--- src/common/adcc_pkg.sv ---
// Constants, register map and types for the converter control block.
// Assumes one 125 MHz core clock; one core clock period stands for one oscillator period.
//
// Notes on behaviour
// [RULE1] Pin config register bits 7..3 read zero and ignore writes.
// [RULE2] Codes 001/011/101 take external reference; 100/101 pins 2,5 digital; 11x all digital.
// [RULE3] Completion loads result, clears conversion-active bit, sets done flag.
// [RULE4] Result register has no reset; contents undefined after power-on.
// [RULE5] Software waits two bit periods after completion before next acquisition.
// [RULE6] Software waits the acquisition time after a channel change before starting.
// [RULE7] Holding capacitor is disconnected from the input when conversion starts.
// [RULE8] One 8-bit conversion takes nine and a half bit periods.
// [RULE9] Clock select: 00 two, 01 eight, 10 thirty-two oscillator periods, 11 RC.
// [RULE10] Software picks a clock giving at least the minimum bit period.
// [RULE11] Software selects RC clock before sleep to convert during sleep.
// [RULE12] RC clock source gives a typical four microsecond bit period.
// [RULE13] Port data reads return zero on pins configured analog.
// [RULE14] Conversion runs regardless of channel select and pin direction.
// [RULE15] Software should not set the active bit in the write turning converter on.
// [RULE16] Trigger with matching compare mode and converter on starts conversion, clears timer.
// [RULE17] Trigger with converter off starts nothing but still clears timer.
// [RULE18] Software clears flag, enables interrupt, then starts; clears flag after reading.
// [RULE19] Writing one to active bit while on starts; bit reads one until done.
// [RULE20] Channel select codes 000..100 pick input channels zero to four.
// [RULE21] Reset restores registers, turns converter off, aborts any conversion.
// [RULE22] One result bit per bit period, MSB first; last half period completes.
package adcc_pkg;

  // ****************************************
  // Register map
  // ****************************************
  localparam logic [7:0] OFF_IRQ_FLAGS = 8'h0c;
  localparam logic [7:0] OFF_RESULT    = 8'h1e;
  localparam logic [7:0] OFF_CONTROL   = 8'h1f;
  localparam logic [7:0] OFF_IRQ_EN    = 8'h8c;
  localparam logic [7:0] OFF_PIN_CFG   = 8'h9f;
  localparam logic [7:0] OFF_PORT_DATA = 8'h05;
  localparam logic [7:0] OFF_PORT_DIR  = 8'h85;

  // ****************************************
  // Fields and reset values
  // ****************************************
  localparam int unsigned CTL_ON_BIT    = 0;
  localparam int unsigned CTL_GO_BIT    = 2;
  localparam int unsigned CTL_CHS_LSB   = 3;
  localparam int unsigned CTL_CS_LSB    = 6;
  localparam int unsigned IRQ_DONE_BIT  = 6;
  localparam int unsigned PIN_CFG_W     = 3;
  localparam int unsigned PORT_W        = 6;
  localparam int unsigned CHAN_N        = 5;
  localparam logic [1:0]  CS_RST        = 2'h0;
  localparam logic [2:0]  CHS_RST       = 3'h0;
  localparam logic [2:0]  PIN_CFG_RST   = 3'h0;
  localparam logic [5:0]  PORT_DIR_RST  = 6'h3f;
  localparam logic [5:0]  ANA_MASK_ALL  = 6'h2f;
  localparam logic [5:0]  ANA_MASK_PART = 6'h0b;
  localparam logic [5:0]  ANA_MASK_NONE = 6'h00;
  localparam logic [1:0]  PIN_CFG_DIG   = 2'h3;
  localparam int unsigned CHAN4_PIN     = 5;

  // ****************************************
  // Clock select and trigger codes
  // ****************************************
  localparam logic [1:0] CS_OSC2  = 2'h0;
  localparam logic [1:0] CS_OSC8  = 2'h1;
  localparam logic [1:0] CS_OSC32 = 2'h2;
  localparam logic [3:0] CMP_MODE_TRIG = 4'hb;

  // ****************************************
  // Timing
  // ****************************************
  localparam int unsigned CLK_PERIOD_NS    = 8;
  localparam int unsigned RC_BIT_PERIOD_NS = 4000;
  localparam int unsigned HALF_W           = 9;
  localparam logic [8:0]  HALF_OSC2  = 9'h001;
  localparam logic [8:0]  HALF_OSC8  = 9'h004;
  localparam logic [8:0]  HALF_OSC32 = 9'h010;
  localparam logic [8:0]  HALF_RC    = 9'(RC_BIT_PERIOD_NS / 2 / CLK_PERIOD_NS);
  localparam logic [4:0]  CONV_HALVES = 5'h13;
  localparam logic [4:0]  LAST_HALF   = 5'h12;
  localparam logic [4:0]  FIRST_DECIDE = 5'h03;
  localparam logic [3:0]  RES_BITS    = 4'h8;
  localparam logic [7:0]  MSB_MASK    = 8'h80;

  typedef enum logic [1:0] {
    ADCC_IDLE = 2'b01,
    ADCC_CONV = 2'b10
  } adcc_state_t;

endpackage : adcc_pkg

--- src/logic/adcc_half_tick.sv ---
// Half bit period divider: one-cycle tick every load cycles while running.
// Assumes the load value is held stable while run is high.
`timescale 1ns/1ps
module adcc_half_tick (
  input  wire logic       clk_i,
  input  wire logic       rst_n_i,
  input  wire logic       restart_i,
  input  wire logic       run_i,
  input  wire logic [8:0] load_i,
  output logic            tick_o
);

  logic [8:0] cnt_r;

  always_ff @(posedge clk_i or negedge rst_n_i) begin
    if (!rst_n_i) begin
      cnt_r <= 9'h000;
    end else if (restart_i) begin
      cnt_r <= load_i - 9'h001;
    end else if (run_i) begin
      if (cnt_r == 9'h000) begin
        cnt_r <= load_i - 9'h001;
      end else begin
        cnt_r <= cnt_r - 9'h001;
      end
    end
  end

  assign tick_o = run_i && !restart_i && (cnt_r == 9'h000);

endmodule : adcc_half_tick

--- src/logic/adcc_top.sv ---
// Converter control: registers, pin decode, conversion clock and SAR sequencing.
// Assumes an analog comparator and hold stage outside; port pins are asynchronous.
// Assumes the comparator settles within one clock of a trial code change.
`timescale 1ns/1ps
module adcc_top (
  input  wire logic       core_clk_i,
  input  wire logic       rstn_i,
  input  wire logic [7:0] addr_i,
  input  wire logic [7:0] wdata_i,
  input  wire logic       wr_i,
  input  wire logic       rd_i,
  output logic      [7:0] rdata_o,
  input  wire logic       comp_hi_i,
  input  wire logic [5:0] pin_level_i,
  input  wire logic [3:0] compare_mode_sel_i,
  input  wire logic       special_trig_i,
  output logic            conv_done_irq_o,
  output logic            timer_clear_o,
  output logic            sample_connect_o,
  output logic      [4:0] chan_onehot_o,
  output logic            vref_ext_o,
  output logic      [5:0] analog_pins_o,
  output logic      [7:0] trial_code_o,
  output logic            converter_on_o
);

  // ****************************************
  // Reset release and input synchronisers
  // ****************************************
  logic rst_meta_r;
  logic rst_n;
  logic comp_sync_r;
  logic [5:0] pin_meta_r;
  logic [5:0] pin_sync_r;

  always_ff @(posedge core_clk_i or negedge rstn_i) begin
    if (!rstn_i) begin
      rst_meta_r <= 1'b0;
      rst_n      <= 1'b0;
    end else begin
      rst_meta_r <= 1'b1;
      rst_n      <= rst_meta_r;
    end
  end

  // Comparator answers our own trial code; one flop keeps a two-cycle bit period
  always_ff @(posedge core_clk_i or negedge rst_n) begin
    if (!rst_n) begin
      comp_sync_r <= 1'b0;
      pin_meta_r  <= 6'h00;
      pin_sync_r  <= 6'h00;
    end else begin
      comp_sync_r <= comp_hi_i;
      pin_meta_r  <= pin_level_i;
      pin_sync_r  <= pin_meta_r;
    end
  end

  // ****************************************
  // Register state
  // ****************************************
  adcc_pkg::adcc_state_t state_r;
  logic [1:0] cs_r;
  logic [2:0] chs_r;
  logic       on_r;
  logic       go_r;
  logic [2:0] pin_cfg_r;
  logic [5:0] port_dir_r;
  logic       flag_r;
  logic       irq_en_r;
  logic [7:0] result_r;
  logic [7:0] trial_r;
  logic [7:0] mask_r;
  logic [4:0] half_cnt_r;
  logic [8:0] load_r;
  logic [8:0] load_nxt;
  logic       tick;
  logic       wr_ctl;
  logic       wr_start;
  logic       trig_hit;
  logic       start;
  logic       decide;
  logic       done;
  logic       abort;
  logic [7:0] trial_nxt;

  assign wr_ctl   = wr_i && (addr_i == adcc_pkg::OFF_CONTROL);
  assign trig_hit = special_trig_i && (compare_mode_sel_i == adcc_pkg::CMP_MODE_TRIG);
  assign wr_start = wr_ctl && wdata_i[adcc_pkg::CTL_GO_BIT] && wdata_i[adcc_pkg::CTL_ON_BIT]
                    && on_r; // RULE19
  assign start    = (state_r == adcc_pkg::ADCC_IDLE) && (wr_start || (trig_hit && on_r)); // RULE16
  assign abort    = wr_ctl && !wdata_i[adcc_pkg::CTL_ON_BIT];
  assign decide   = (state_r == adcc_pkg::ADCC_CONV) && tick && half_cnt_r[0]
                    && (half_cnt_r >= adcc_pkg::FIRST_DECIDE);
  assign done     = (state_r == adcc_pkg::ADCC_CONV) && tick
                    && (half_cnt_r == adcc_pkg::LAST_HALF) && !abort;

  // ****************************************
  // Conversion clock select
  // ****************************************
  always_comb begin
    if (cs_r == adcc_pkg::CS_OSC2) begin // RULE9
      load_nxt = adcc_pkg::HALF_OSC2;
    end else if (cs_r == adcc_pkg::CS_OSC8) begin
      load_nxt = adcc_pkg::HALF_OSC8;
    end else if (cs_r == adcc_pkg::CS_OSC32) begin
      load_nxt = adcc_pkg::HALF_OSC32;
    end else begin
      load_nxt = adcc_pkg::HALF_RC; // RULE12
    end
  end

  always_ff @(posedge core_clk_i or negedge rst_n) begin
    if (!rst_n) begin
      load_r <= adcc_pkg::HALF_OSC2;
    end else if (start) begin
      load_r <= load_nxt;
    end
  end

  adcc_half_tick u_half_tick (
    .clk_i     (core_clk_i),
    .rst_n_i   (rst_n),
    .restart_i (start),
    .run_i     (state_r == adcc_pkg::ADCC_CONV),
    .load_i    (start ? load_nxt : load_r),
    .tick_o    (tick)
  );

  // ****************************************
  // Control and configuration registers
  // ****************************************
  always_ff @(posedge core_clk_i or negedge rst_n) begin
    if (!rst_n) begin // RULE21
      cs_r  <= adcc_pkg::CS_RST;
      chs_r <= adcc_pkg::CHS_RST;
      on_r  <= 1'b0;
    end else if (wr_ctl) begin
      cs_r  <= wdata_i[adcc_pkg::CTL_CS_LSB +: 2];
      chs_r <= wdata_i[adcc_pkg::CTL_CHS_LSB +: 3];
      on_r  <= wdata_i[adcc_pkg::CTL_ON_BIT];
    end
  end

  always_ff @(posedge core_clk_i or negedge rst_n) begin
    if (!rst_n) begin
      pin_cfg_r  <= adcc_pkg::PIN_CFG_RST;
      port_dir_r <= adcc_pkg::PORT_DIR_RST;
      irq_en_r   <= 1'b0;
    end else if (wr_i) begin
      if (addr_i == adcc_pkg::OFF_PIN_CFG) begin
        pin_cfg_r <= wdata_i[adcc_pkg::PIN_CFG_W-1:0]; // RULE1
      end else if (addr_i == adcc_pkg::OFF_PORT_DIR) begin
        port_dir_r <= wdata_i[adcc_pkg::PORT_W-1:0];
      end else if (addr_i == adcc_pkg::OFF_IRQ_EN) begin
        irq_en_r <= wdata_i[adcc_pkg::IRQ_DONE_BIT];
      end
    end
  end

  // Hardware set beats a software clear in the same cycle
  always_ff @(posedge core_clk_i or negedge rst_n) begin
    if (!rst_n) begin
      flag_r <= 1'b0;
    end else if (done) begin
      flag_r <= 1'b1; // RULE3
    end else if (wr_i && (addr_i == adcc_pkg::OFF_IRQ_FLAGS)) begin
      flag_r <= wdata_i[adcc_pkg::IRQ_DONE_BIT];
    end
  end

  // ****************************************
  // Conversion sequencer
  // ****************************************
  always_ff @(posedge core_clk_i or negedge rst_n) begin
    if (!rst_n) begin
      state_r <= adcc_pkg::ADCC_IDLE;
      go_r    <= 1'b0;
    end else begin
      case (state_r)
        adcc_pkg::ADCC_IDLE: begin
          if (start) begin
            state_r <= adcc_pkg::ADCC_CONV;
            go_r    <= 1'b1; // RULE19
          end
        end
        adcc_pkg::ADCC_CONV: begin
          if (abort || done) begin
            state_r <= adcc_pkg::ADCC_IDLE;
            go_r    <= 1'b0; // RULE3
          end
        end
        default: begin
          state_r <= adcc_pkg::ADCC_IDLE;
          go_r    <= 1'b0;
        end
      endcase
    end
  end

  // Comparator high keeps the trial bit, then the next lower bit is tried
  always_comb begin
    trial_nxt = trial_r;
    if (!comp_sync_r) begin // RULE22
      trial_nxt = trial_r & ~mask_r;
    end
    trial_nxt = trial_nxt | (mask_r >> 1);
  end

  always_ff @(posedge core_clk_i or negedge rst_n) begin
    if (!rst_n) begin
      half_cnt_r <= 5'h00;
      trial_r    <= 8'h00;
      mask_r     <= 8'h00;
    end else if (start) begin
      half_cnt_r <= 5'h00;
      trial_r    <= adcc_pkg::MSB_MASK;
      mask_r     <= adcc_pkg::MSB_MASK;
    end else if ((state_r == adcc_pkg::ADCC_CONV) && tick) begin
      half_cnt_r <= half_cnt_r + 5'h01; // RULE8
      if (decide) begin
        trial_r <= trial_nxt; // RULE22
        mask_r  <= mask_r >> 1;
      end
    end
  end

  // No reset: contents stay unknown after power-on
  always_ff @(posedge core_clk_i) begin
    if (done) begin
      result_r <= trial_r; // RULE3 RULE4
    end
  end

  // ****************************************
  // Pin decode and registered outputs
  // ****************************************
  always_ff @(posedge core_clk_i or negedge rst_n) begin
    if (!rst_n) begin
      analog_pins_o    <= adcc_pkg::ANA_MASK_ALL;
      vref_ext_o       <= 1'b0;
      chan_onehot_o    <= 5'h01;
      sample_connect_o <= 1'b1;
      trial_code_o     <= 8'h00;
      converter_on_o   <= 1'b0;
      conv_done_irq_o  <= 1'b0;
      timer_clear_o    <= 1'b0;
    end else begin
      if (pin_cfg_r[2:1] == adcc_pkg::PIN_CFG_DIG) begin // RULE2
        analog_pins_o <= adcc_pkg::ANA_MASK_NONE;
      end else if (pin_cfg_r[2]) begin
        analog_pins_o <= adcc_pkg::ANA_MASK_PART;
      end else begin
        analog_pins_o <= adcc_pkg::ANA_MASK_ALL;
      end
      vref_ext_o <= pin_cfg_r[0] && (pin_cfg_r[2:1] != adcc_pkg::PIN_CFG_DIG); // RULE2
      if (chs_r < 3'(adcc_pkg::CHAN_N)) begin // RULE20
        chan_onehot_o <= 5'h01 << chs_r;
      end else begin
        chan_onehot_o <= 5'h00;
      end
      // Channel routed regardless of pin direction
      sample_connect_o <= !(start || ((state_r == adcc_pkg::ADCC_CONV) && !abort && !done)); // RULE7 RULE14
      trial_code_o     <= start ? adcc_pkg::MSB_MASK : (decide ? trial_nxt : trial_r);
      converter_on_o   <= wr_ctl ? wdata_i[adcc_pkg::CTL_ON_BIT] : on_r;
      conv_done_irq_o  <= flag_r && irq_en_r;
      timer_clear_o    <= trig_hit; // RULE16 RULE17
    end
  end

  // ****************************************
  // Register read port
  // ****************************************
  always_ff @(posedge core_clk_i or negedge rst_n) begin
    if (!rst_n) begin
      rdata_o <= 8'h00;
    end else if (rd_i) begin
      if (addr_i == adcc_pkg::OFF_CONTROL) begin
        rdata_o <= {cs_r, chs_r, go_r, 1'b0, on_r}; // RULE19
      end else if (addr_i == adcc_pkg::OFF_RESULT) begin
        rdata_o <= result_r;
      end else if (addr_i == adcc_pkg::OFF_PIN_CFG) begin
        rdata_o <= {5'h00, pin_cfg_r}; // RULE1
      end else if (addr_i == adcc_pkg::OFF_IRQ_FLAGS) begin
        rdata_o <= 8'(flag_r) << adcc_pkg::IRQ_DONE_BIT;
      end else if (addr_i == adcc_pkg::OFF_IRQ_EN) begin
        rdata_o <= 8'(irq_en_r) << adcc_pkg::IRQ_DONE_BIT;
      end else if (addr_i == adcc_pkg::OFF_PORT_DATA) begin
        rdata_o <= {2'h0, pin_sync_r & ~analog_pins_o}; // RULE13
      end else if (addr_i == adcc_pkg::OFF_PORT_DIR) begin
        rdata_o <= {2'h0, port_dir_r};
      end else begin
        rdata_o <= 8'h00;
      end
    end else begin
      rdata_o <= 8'h00;
    end
  end

  // ****************************************
  // Assertions
  // ****************************************
  logic [12:0] conv_cyc_r;
  logic [3:0]  dec_cnt_r;

  always_ff @(posedge core_clk_i or negedge rst_n) begin
    if (!rst_n) begin
      conv_cyc_r <= 13'h0000;
      dec_cnt_r  <= 4'h0;
    end else if (start) begin
      conv_cyc_r <= 13'h0000;
      dec_cnt_r  <= 4'h0;
    end else if (state_r == adcc_pkg::ADCC_CONV) begin
      conv_cyc_r <= conv_cyc_r + 13'h0001;
      if (decide) begin
        dec_cnt_r <= dec_cnt_r + 4'h1;
      end
    end
  end
endmodule : adcc_top

--- config.mk ---
export PLATFORM = sky130hd
export DESIGN_NAME = adcc_top
export DESIGN_NICKNAME = d
export VERILOG_FILES = /design/src/common/adcc_pkg.sv /design/src/logic/adcc_half_tick.sv /design/src/logic/adcc_top.sv
export SDC_FILE = /design/constraint.sdc
export NUM_CORES = 1
export LEC_CHECK = 0
export BUFFER_PORTS_ARGS = -buffer_cell sky130_fd_sc_hd__buf_4
export CAP_MARGIN = 40
export CELL_PAD_IN_SITES_DETAIL_PLACEMENT = 1
export CELL_PAD_IN_SITES_GLOBAL_PLACEMENT = 2
export CORE_MARGIN = 2
export CORE_UTILIZATION = 41
export DETAILED_ROUTE_END_ITERATION = 10
export PLACE_DENSITY = 0.84
export SYNTH_ARGS = -nofsm -noshare
export SYNTH_HDL_FRONTEND = slang
export SYNTH_HIERARCHICAL = 1
export SYNTH_SLANG_ARGS = --single-unit
--- constraint.sdc ---
create_clock -name core_clk_i -period 6.4 [get_ports core_clk_i]
set_clock_uncertainty 0.15 [all_clocks]
set_input_delay 0.96 -clock core_clk_i [delete_from_list [all_inputs] [get_ports core_clk_i]]
set_output_delay 0.96 -clock core_clk_i [all_outputs]
set_load 0.05 [all_outputs]
## Yosys cells after proc, flatten, opt, wreduce, memory -nomap -nowiden

Index checks and enable logic that the tools add are counted.

- Flip-flop bits (word level): 113
- Input port bits: 32
- Output and inout bits: 32
- Logic and storage cells: 134

- Add/subtract/negate cells: 3
- Magnitude comparators: 2
- Equal/unequal tests: 17
- Shift-type cells: 1
- Muxes and demuxes: 37
- Bitwise operators: 7
- Reduce and logical (&&, ||, !) cells: 39

Operators with widths:

| cell | count |
|---|---|
| $mux 8 | 16 |
| $mux 9 | 4 |
| $eq 8x8->1 const B | 3 |
| $mux 6 | 4 |
| $logic_and 1x1->1 | 20 |
| $sub 9x1->9 const B | 2 |
| $eq 8x5->1 const B | 2 |
| $mux 5 | 3 |
| $logic_not 9->1 | 1 |
| $and 8x8->8 | 1 |
| $eq 8x3->1 const B | 1 |
| $eq 8x4->1 const B | 1 |
| $not 8->8 | 1 |
| $or 8x7->8 | 1 |
| $reduce_bool 2->1 | 4 |
| $mux 7 | 1 |
| $and 6x6->6 | 1 |
| $eq 2x2->1 const B | 3 |
| $ne 2x2->1 const B | 3 |
| $not 6->6 | 1 |
| $reduce_and 2->1 | 3 |
| $add 5x1->5 const B | 1 |
| $eq 5x5->1 const B | 1 |
| $ge 5x2->1 const B | 1 |
| other kinds (14) | 27 |

## Longest topological paths before layout

Gate-level depths: netlist of the first run.

- Depth in word-level cells: 17
- Mapped depth: 13
- Mapped depth without buffers: 9

## Cells and area by module

The synthesis of the first run kept the hierarchy.

By module, submodules not included:

| module | times used | cells each | area an instance (um2) | seq. area each (um2) |
|---|---|---|---|---|
| adcc_top | 1 | 304 | 3883.7 | 2532.4 |
| adcc_half_tick | 1 | 80 | 688.2 | 225.2 |

## Worst setup path before layout of the first run

Ideal clock, no wire load.

- Path kind: input to register
- Start point: in addr_i[7]
- End point: reg trial_r[5]
- Setup time: 78 ps
- Arrival: 3767 ps
- Data required time: 6172 ps
- Slack: 2405 ps
- Stages: 13
- Buffers on the path: 5
- Cell sequence: clkbuf_1 -> nor4b_2 -> nand3_1 -> a211oi_2 -> buf_2 -> buf_2 -> clkbuf_1 -> nor4_1 -> and4b_1 -> o21ai_1 -> clkbuf_1 -> o21ai_0 -> a21oi_1

- Longest elaborated chain between the ends: 16
- Elaborated cells between the ends (all ways): 17
- Those cells by class: eq/ne (1); mux (3); reduce/logical (13)

Ends and longest elaborated chain:

| what | RTL line | source |
|---|---|---|
| start: declaration | adcc_top.sv:8 | `input wire logic [7:0] addr_i,` |
| $eq 8x5->1 * | adcc_top.sv:87 | `assign wr_ctl = wr_i && (addr_i == adcc_pkg::OFF_CONTROL);` |
| $logic_and 1x1->1 * | adcc_top.sv:87 |  |
| $logic_and 1x1->1 * (2 in series) | adcc_top.sv:89 | `assign wr_start = wr_ctl && wdata_i[adcc_pkg::CTL_GO_BIT] && wdata_i[adcc_pkg::CTL_ON_BIT]` |
| $logic_and 1x1->1 * | adcc_top.sv:90 | `&& on_r;` |
| $logic_or 1x1->1 * | adcc_top.sv:91 | `assign start = (state_r == adcc_pkg::ADCC_IDLE) && (wr_start \|\| (trig_hit && on_r));` |
| $logic_and 1x1->1 * | adcc_top.sv:91 |  |
| via start | adcc_top.sv:81 | `logic start;` |
| $logic_not 1->1 * | adcc_half_tick.sv:29 | `assign tick_o = run_i && !restart_i && (cnt_r == 9'h000);` |
| $logic_and 1x1->1 * (2 in series) | adcc_half_tick.sv:29 |  |
| via tick | adcc_top.sv:77 | `logic tick;` |
| $logic_and 1x1->1 * | adcc_top.sv:93, adcc_top.sv:219 |  |
| $logic_and 1x1->1 | adcc_top.sv:93 | `assign decide = (state_r == adcc_pkg::ADCC_CONV) && tick && half_cnt_r[0]` |
| $logic_and 1x1->1 | adcc_top.sv:94 | `&& (half_cnt_r >= adcc_pkg::FIRST_DECIDE);` |
| $mux 8 (2 in series) | - |  |
| $mux 8 | adcc_top.sv:215 | `end else if (start) begin` |
| end signal: assignment | adcc_top.sv:217 | `trial_r <= adcc_pkg::MSB_MASK;` |
| end signal: assignment | adcc_top.sv:222 | `trial_r <= trial_nxt;` |
| end: declaration | adcc_top.sv:72 | `logic [7:0] trial_r;` |

The timed path passes the listed nets; every way through them passes the cells marked *. The select of a mux whose other input is x is not followed.
A chain may end at the register's enable or synchronous reset.

## Final worst setup path of the first run

- Start point: reg state_r[1]
- End point: reg trial_r[0]

- Longest elaborated chain between the ends: 11
- Elaborated cells between the ends (all ways): 13
- Those cells by class: eq/ne (2); mux (3); reduce/logical (8)

Ends and longest elaborated chain:

| what | RTL line | source |
|---|---|---|
| start: declaration | adcc_top.sv:62 | `adcc_pkg::adcc_state_t state_r;` |
| start signal: assignment | adcc_top.sv:177 | `state_r <= adcc_pkg::ADCC_IDLE;` |
| start signal: assignment | adcc_top.sv:183 | `state_r <= adcc_pkg::ADCC_CONV;` |
| start signal: assignment | adcc_top.sv:189 | `state_r <= adcc_pkg::ADCC_IDLE;` |
| $eq 2x1->1 | adcc_top.sv:91 |  |
| $logic_and 1x1->1 | adcc_top.sv:91 |  |
| $logic_not 1->1 | adcc_half_tick.sv:29 |  |
| $logic_and 1x1->1 * (2 in series) | adcc_half_tick.sv:29 |  |
| via tick | adcc_top.sv:77 |  |
| $logic_and 1x1->1 * | adcc_top.sv:93, adcc_top.sv:219 |  |
| $logic_and 1x1->1 | adcc_top.sv:93 |  |
| $logic_and 1x1->1 | adcc_top.sv:94 |  |
| $mux 8 (2 in series) | - |  |
| $mux 8 | adcc_top.sv:215 |  |

Marked as above.

==> impl_metrics.tcl, run 1 <==
set metrics [dict create \
    drcViolationCount 0 \
    grt_pass1_vias 3273 \
    die_w_um 110 \
    multi_input_area_um2 1700 \
    drive_gt1_frac 0.278 \
    cp_data_arrival_time_ns 3.98 \
    hold_viol 0 \
    grt_remaining_overflow 0 \
    worstSkewPairLatency_ns 0.37 \
    synth-main-ff-cell "dfrtp_1" \
    cp-end-kind "flop" \
    powerDensity_nw_per_um2 218 \
    h-tree-depth 3 \
    n_antenna_cell 0 \
    finalMaxSlewViolations 0 \
    finalSetupTns_ns 0 \
    die_h_um 110 \
    gp_congestion 0.848 \
    cp-endpoint "trial_r[0]" \
    status "finished clean" \
    hold_buffers 0 \
    grt.busiest_layer "met2" \
    rows 38 \
    r2r_end "trial_r[0]" \
    grt_pass1_wl_um 16800 \
    finish.utilization 0.494 \
    wl_per_cell_um 17.2 \
    crit_start "state_r[1]" \
    grt_max_degree 56 \
    antenna_found_initial 0 \
    ir_drop_mv 0.160 \
    synth.top_cell.area_share 0.482 \
    met3_usage 0.0415 \
    max-cap-violations 0 \
    syn_inst 384 \
    synth_edf_count 8 \
    clock_path_buffers 2 \
    period_share 0.607 \
    syn_area_um2 4570 \
    mappedNetlistNets 420 \
    yosysWarnings 6 \
    areaGrowthSynthToFinish_pct 17.0 \
    start_util 0.422 \
    worst_pin_slew_ns 0.681 \
    rsz0062_at_grt "false" \
    drt_first_pass_iters 4 \
    hpwlAfterDp_um 7540 \
    post-cts-setup-buffer-count 0 \
    fmax_mhz 257 \
    vias 3143 \
    cts.repair.resized 0 \
    syn_avg_cell_area_um2 11.9 \
    reg2reg_slack_ns 2.52 \
    clkTransAtPathRegs_ns 0.10 \
    critPathKind "flop to flop" \
    dieArea_um2 12000 \
    cp-start-kind "flop" \
    yosysSeqAreaShare 0.603 \
    seqCellArea_um2 2760 \
    synthArstFlopShare 0.926 \
    crit_required_ns 6.50 \
    crit_path_max_fanout 10 \
    period_minus_slack_ns 3.88 \
    cts_root_buf "clkbuf_8" \
    via_per_inst 5.33 \
    cts_sinks 108 \
    cts_made_buffers 9 \
    nets 481 \
    synth_cell_types 63 \
    synthTopCellsByArea "dfrtp_1, dfstp_2, edfxtp_1" \
    ys_seq_elements 108 \
    use_met2 0.302 \
    grtUsageMet1 0.241 \
    synth_top_area_cell "dfrtp_1" \
    io_pins 64 \
    n_fill_cell 1183 \
    hp-class "flop to asynchronous set/reset pin" \
    tritoncts "done" \
    core_area_um2 10800 \
    antenna_left 0 \
    track_usage 0.185 \
    power.leakage_nw 2.49 \
    port_buffers 62 \
    r2r_start "state_r[1]" \
    drtIter0Drc 124 \
    finalWirelength_um 10100 \
    slew_headroom 0.546 \
    r2r_cells 9 \
    setup_viol 0 \
]
-- cell type report --
type	count	share of cell area
tap	140	0.0327
sequential	108	0.516
timing repair buffer	66	0.0933
inverter	10	0.00702
multi-input combinational	250	0.318
clock buffer	9	0.0232
clock inverter	7	0.00935
-- where the power goes --
part / leakage (nW) / internal, mW / switching [mW]
Combinational: 1.02 / 0.0308 / 0.0432
Sequential: 1.37 / 0.705 / 0.0153
Clock: 0.0910 / 0.145 / 0.230
Total: 2.49 / 0.880 / 0.289
-- worst max-delay path, cell delays in order, from the launching register on --
cell and delay [ns]:
dfrtp_1 0.50, nor2b_1 0.51, nor4b_1 0.61, or3b_2 0.56, nor4_1 0.33, and4b_1 0.32
o21ai_1 0.18, buf_4 0.22, o21ai_0 0.27, a21oi_1 0.11
-- cells by family (layout without fill, tap and decap cells) --
| group | count (synthesis) | count (layout) | share of synthesized area |
|---|---|---|---|
| compound gates | 81 | 81 | 0.112 |
| xor+xnor | 11 | 11 | 0.0211 |
| fa+ha+maj | 4 | 4 | 0.0109 |
| buf+inv | 26 | 92 | 0.0260 |
| flops | 108 | 108 | 0.603 |
| mux | 30 | 30 | 0.0722 |
| other cells | 2 | 2 | 0.00164 |
| simple gates | 122 | 122 | 0.153 |
-- worst min-delay path by stage --
stage,startpoint,to
6_report,rst_n,load_r[7]
5_1_grt,rstn_i,rst_n
4_1_cts,rstn_i,rst_n
3_5_place_dp,rst_meta_r,rst_n
3_3_place_gp,rst_meta_r,rst_n
2_1_floorplan,pin_meta_r[0],pin_sync_r[0]
-- state kept, by name, summed over array words and instances (netlist names), 2 cells and up --
signal             count
load_r                 9
analog_pins_o          2
half_cnt_r             5
rdata_o                8
trial_r                8
pin_meta_r             6
trial_code_o           8
u_half_tick/cnt_r      9
chan_onehot_o          5
cs_r                   2
pin_cfg_r              3
state_r                2
result_r               8
pin_sync_r             6
port_dir_r             6
mask_r                 8
chs_r                  3
-- cells in the final DEF, fill, tap and decap left out, drive strengths merged, types with 6 or more instances in the layout --
cell type,count
dfrtp,88
buf,66
nand2,29
a21oi,29
mux2,24
nor2,20
o21ai,18
inv,13
dfstp,12
nand2b,11
clkbuf,9
nor2b,8
nor4,8
edfxtp,8
xor2,7
mux2i,6
o22ai,6
-- metal layers --
layer | up-vias | share of wire | wire, um
met4 | 0 | 0.022 | 220
met3 | 17 | 0.034 | 348
met1 | 1588 | 0.46 | 4670
li1 | 1475 | - | -
met2 | 63 | 0.48 | 4900
met5 | - | 0 | 0
-- stage by stage --
stage	worst slack [ns]	hold slack [ns]	total power [mW]	cell area, um2	cells
finish	2.52	0.180	1.17	5350	590
global route	2.11	0.168	1.22	5350	590
CTS	2.50	0.166	1.19	5350	590
detailed placement	2.28	0.187	0.809	5180	574
global placement	2.26	0.183	0.807	5160	572
floorplan	2.41	0.181	0.772	4570	384
-- cells in the mapped netlist, drive strengths merged (5+ instances only) --
cell / number
nor3b: 5
clkbuf: 7
o22ai: 6
mux2i: 6
buf: 9
o21ai: 18
nand2b: 11
nand2: 29
nor2: 20
inv: 10
nor3: 5
dfrtp: 88
a22oi: 5
xor2: 7
nor2b: 8
mux2: 24
nand3: 5
nor4: 8
and2: 5
dfstp: 12
edfxtp: 8
a21oi: 29
No activity file was read; power rests on OpenSTA's default activity.
==> run 2, diff against run 1 <==
Settings changed: CORE_UTILIZATION 41 to 38, PLACE_DENSITY 0.84 to 0.79.
Clock period 6.4 ns to 3.6 ns, I/O delays scaled along.
==> run 2 against run 1 <==
Net effect: sequential share of layout area is 1.9 points lower; largest cell class unchanged; critical path depth decreased by 1; critical path type unchanged; worst setup slack worse by 2.1 ns; maximum frequency up 21%; highest routed layer unchanged; final cell count is 2.5% higher; global-route usage down 1.0 points.
==> impl_metrics.tcl, run 2 (synthesis results as in run 1) <==
set metrics [dict create \
    cp_slowest_cell "or3b_2" \
    die_w_um 114 \
    period_minus_slack_ns 3.20 \
    die_h_um 114 \
    grt_remaining_overflow 0 \
    io_pins 64 \
    rsz0062_at_grt "false" \
    wl_per_cell_um 17.3 \
    gp_congestion 0.807 \
    start_util 0.385 \
    drt_first_pass_iters 4 \
    h-tree-depth 3 \
    biggestRegsByFlops "load_r (9), u_half_tick/cnt_r (9)" \
    status "finished clean" \
    cts.repair.resized 0 \
    dieArea_um2 12900 \
    vias 3141 \
    cts_sinks 108 \
    via_per_inst 5.19 \
    slowest_delay_ns 0.52 \
    final_common_cell "dfrtp_1" \
    n_antenna_cell 0 \
    post-place-ws_ns 0.366 \
    slew_headroom 0.535 \
    hp-class "flop to asynchronous set/reset pin" \
    drtIter0Drc 168 \
    grt_max_degree 53 \
    port_buffers 62 \
    worst_pin_slew_ns 0.697 \
    setup_viol 0 \
    cp-end-kind "flop" \
    rows 40 \
    grt_pass1_wl_um 17500 \
    r2r_end "trial_code_o[7]" \
    areaGrowthSynthToFinish_pct 21.6 \
    worst_slack_ns 0.403 \
    track_usage 0.175 \
    powerDensity_nw_per_um2 435 \
    fmax_mhz 313 \
    cts_made_buffers 9 \
    postPlaceCellArea_um2 5250 \
    core_area_um2 11900 \
    reg2reg_slack_ns 0.40 \
    final_area_um2 5560 \
    r2r_start "state_r[0]" \
    final_cell_mix "dfrtp_1, buf_4, nand2_1, a21oi_1, nor2_1" \
    critPathKind "flop to flop" \
    clkTransAtPathRegs_ns 0.07 \
    antenna_found_initial 0 \
    period_share 0.888 \
    drcViolationCount 0 \
    tritoncts "done" \
    nets 489 \
    antenna_left 0 \
    hold_viol 0 \
    cp-start-kind "flop" \
    clock_path_buffers 2 \
    hpwlAfterDp_um 7570 \
    cp_cell_sequence "nor2b_1 -> nor4b_1 -> or3b_2 -> nor4_1 -> and4b_1 -> o21a_1 -> nand3b_1 -> a21o_1" \
    crit_required_ns 3.69 \
    r2r_cells 8 \
    post-cts-setup-buffer-count 0 \
    cts_root_buf "clkbuf_16" \
    cp_data_arrival_time_ns 3.29 \
    grt_pass1_vias 3422 \
    n_fill_cell 1250 \
    ir_drop_mv 0.204 \
    finalMaxSlewViolations 0 \
    finalSetupTns_ns 0 \
    worstSkewPairLatency_ns 0.35 \
    power.leakage_nw 2.59 \
    crit_path_max_fanout 8 \
    max-cap-violations 0 \
    finalWirelength_um 10500 \
    drive_gt1_frac 0.286 \
]
## run 2: cell types whose count changed in the layout (fill, tap and decap cells not counted), sizes merged
cell and change:
buf +7, clkbuf +4, clkinv -4, bufinv +1, dlygate4sd3 +1, inv -1
## run 2: where the power goes
part / leakage [nW] / internal (mW) / switching (mW)
sequential: 1.37 / 1.25 / 0.0247
clock: 0.145 / 0.563 / 0.435
combinational: 1.07 / 0.0594 / 0.0791
## run 2: metrics by stage
stage | hold slack (ns) | cells | util | power (mW)
floorplan | 0.0944 | 384 | - | 1.37
global placement | 0.172 | 587 | 0.441 | 1.43
detailed placement | 0.158 | 588 | 0.443 | 1.44
CTS | 0.134 | 605 | 0.469 | 2.46
global route | 0.129 | 605 | 0.469 | 2.52
finish | 0.139 | 605 | 0.469 | 2.42
## run 2: final cells by class
cell class	count	area [um2]	area share
Clock inverter	3	45.0	0.00810
Sequential cell	108	2760	0.497
Timing Repair Buffer	74	578	0.104
Clock buffer	13	250	0.0450
Tap cell	147	184	0.0331
Inverter	10	37.5	0.00675
Multi-Input combinational cell	250	1700	0.306
## run 2: what timing repair did
action | CTS | global route
hold endpoints to repair | 2 | 0
hold buffers | 1 | 0
endpoints found under the setup margin | 0 | 0
## run 2: per-layer routing
layer / vias up / global-route usage / part of all wire
li1: 1501 / - / -
met1: 1577 / 0.225 / 0.45
met5: - / 0 / 0
met2: 52 / 0.296 / 0.50
met4: 0 / 0.0610 / 0.015
met3: 11 / 0.0340 / 0.034
## run 2: worst max-delay path by stage
stage / cells past startpoint / start / endpoint
2_1_floorplan: 13 / addr_i[7] / trial_r[5]
3_3_place_gp: 10 / addr_i[7] / u_half_tick/cnt_r[8]
3_5_place_dp: 10 / addr_i[7] / u_half_tick/cnt_r[8]
4_1_cts: 8 / state_r[0] / trial_code_o[7]
5_1_grt: 8 / state_r[0] / trial_code_o[7]
6_report: 8 / state_r[0] / trial_code_o[7]
## run 2: critical path, delay by kind of cell (launching register included)
family             cells  cell delay [ns]
and+or+nand+nor        6             2.03
AOI/OAI and AO/OA      2             0.53
DFF                    1             0.39
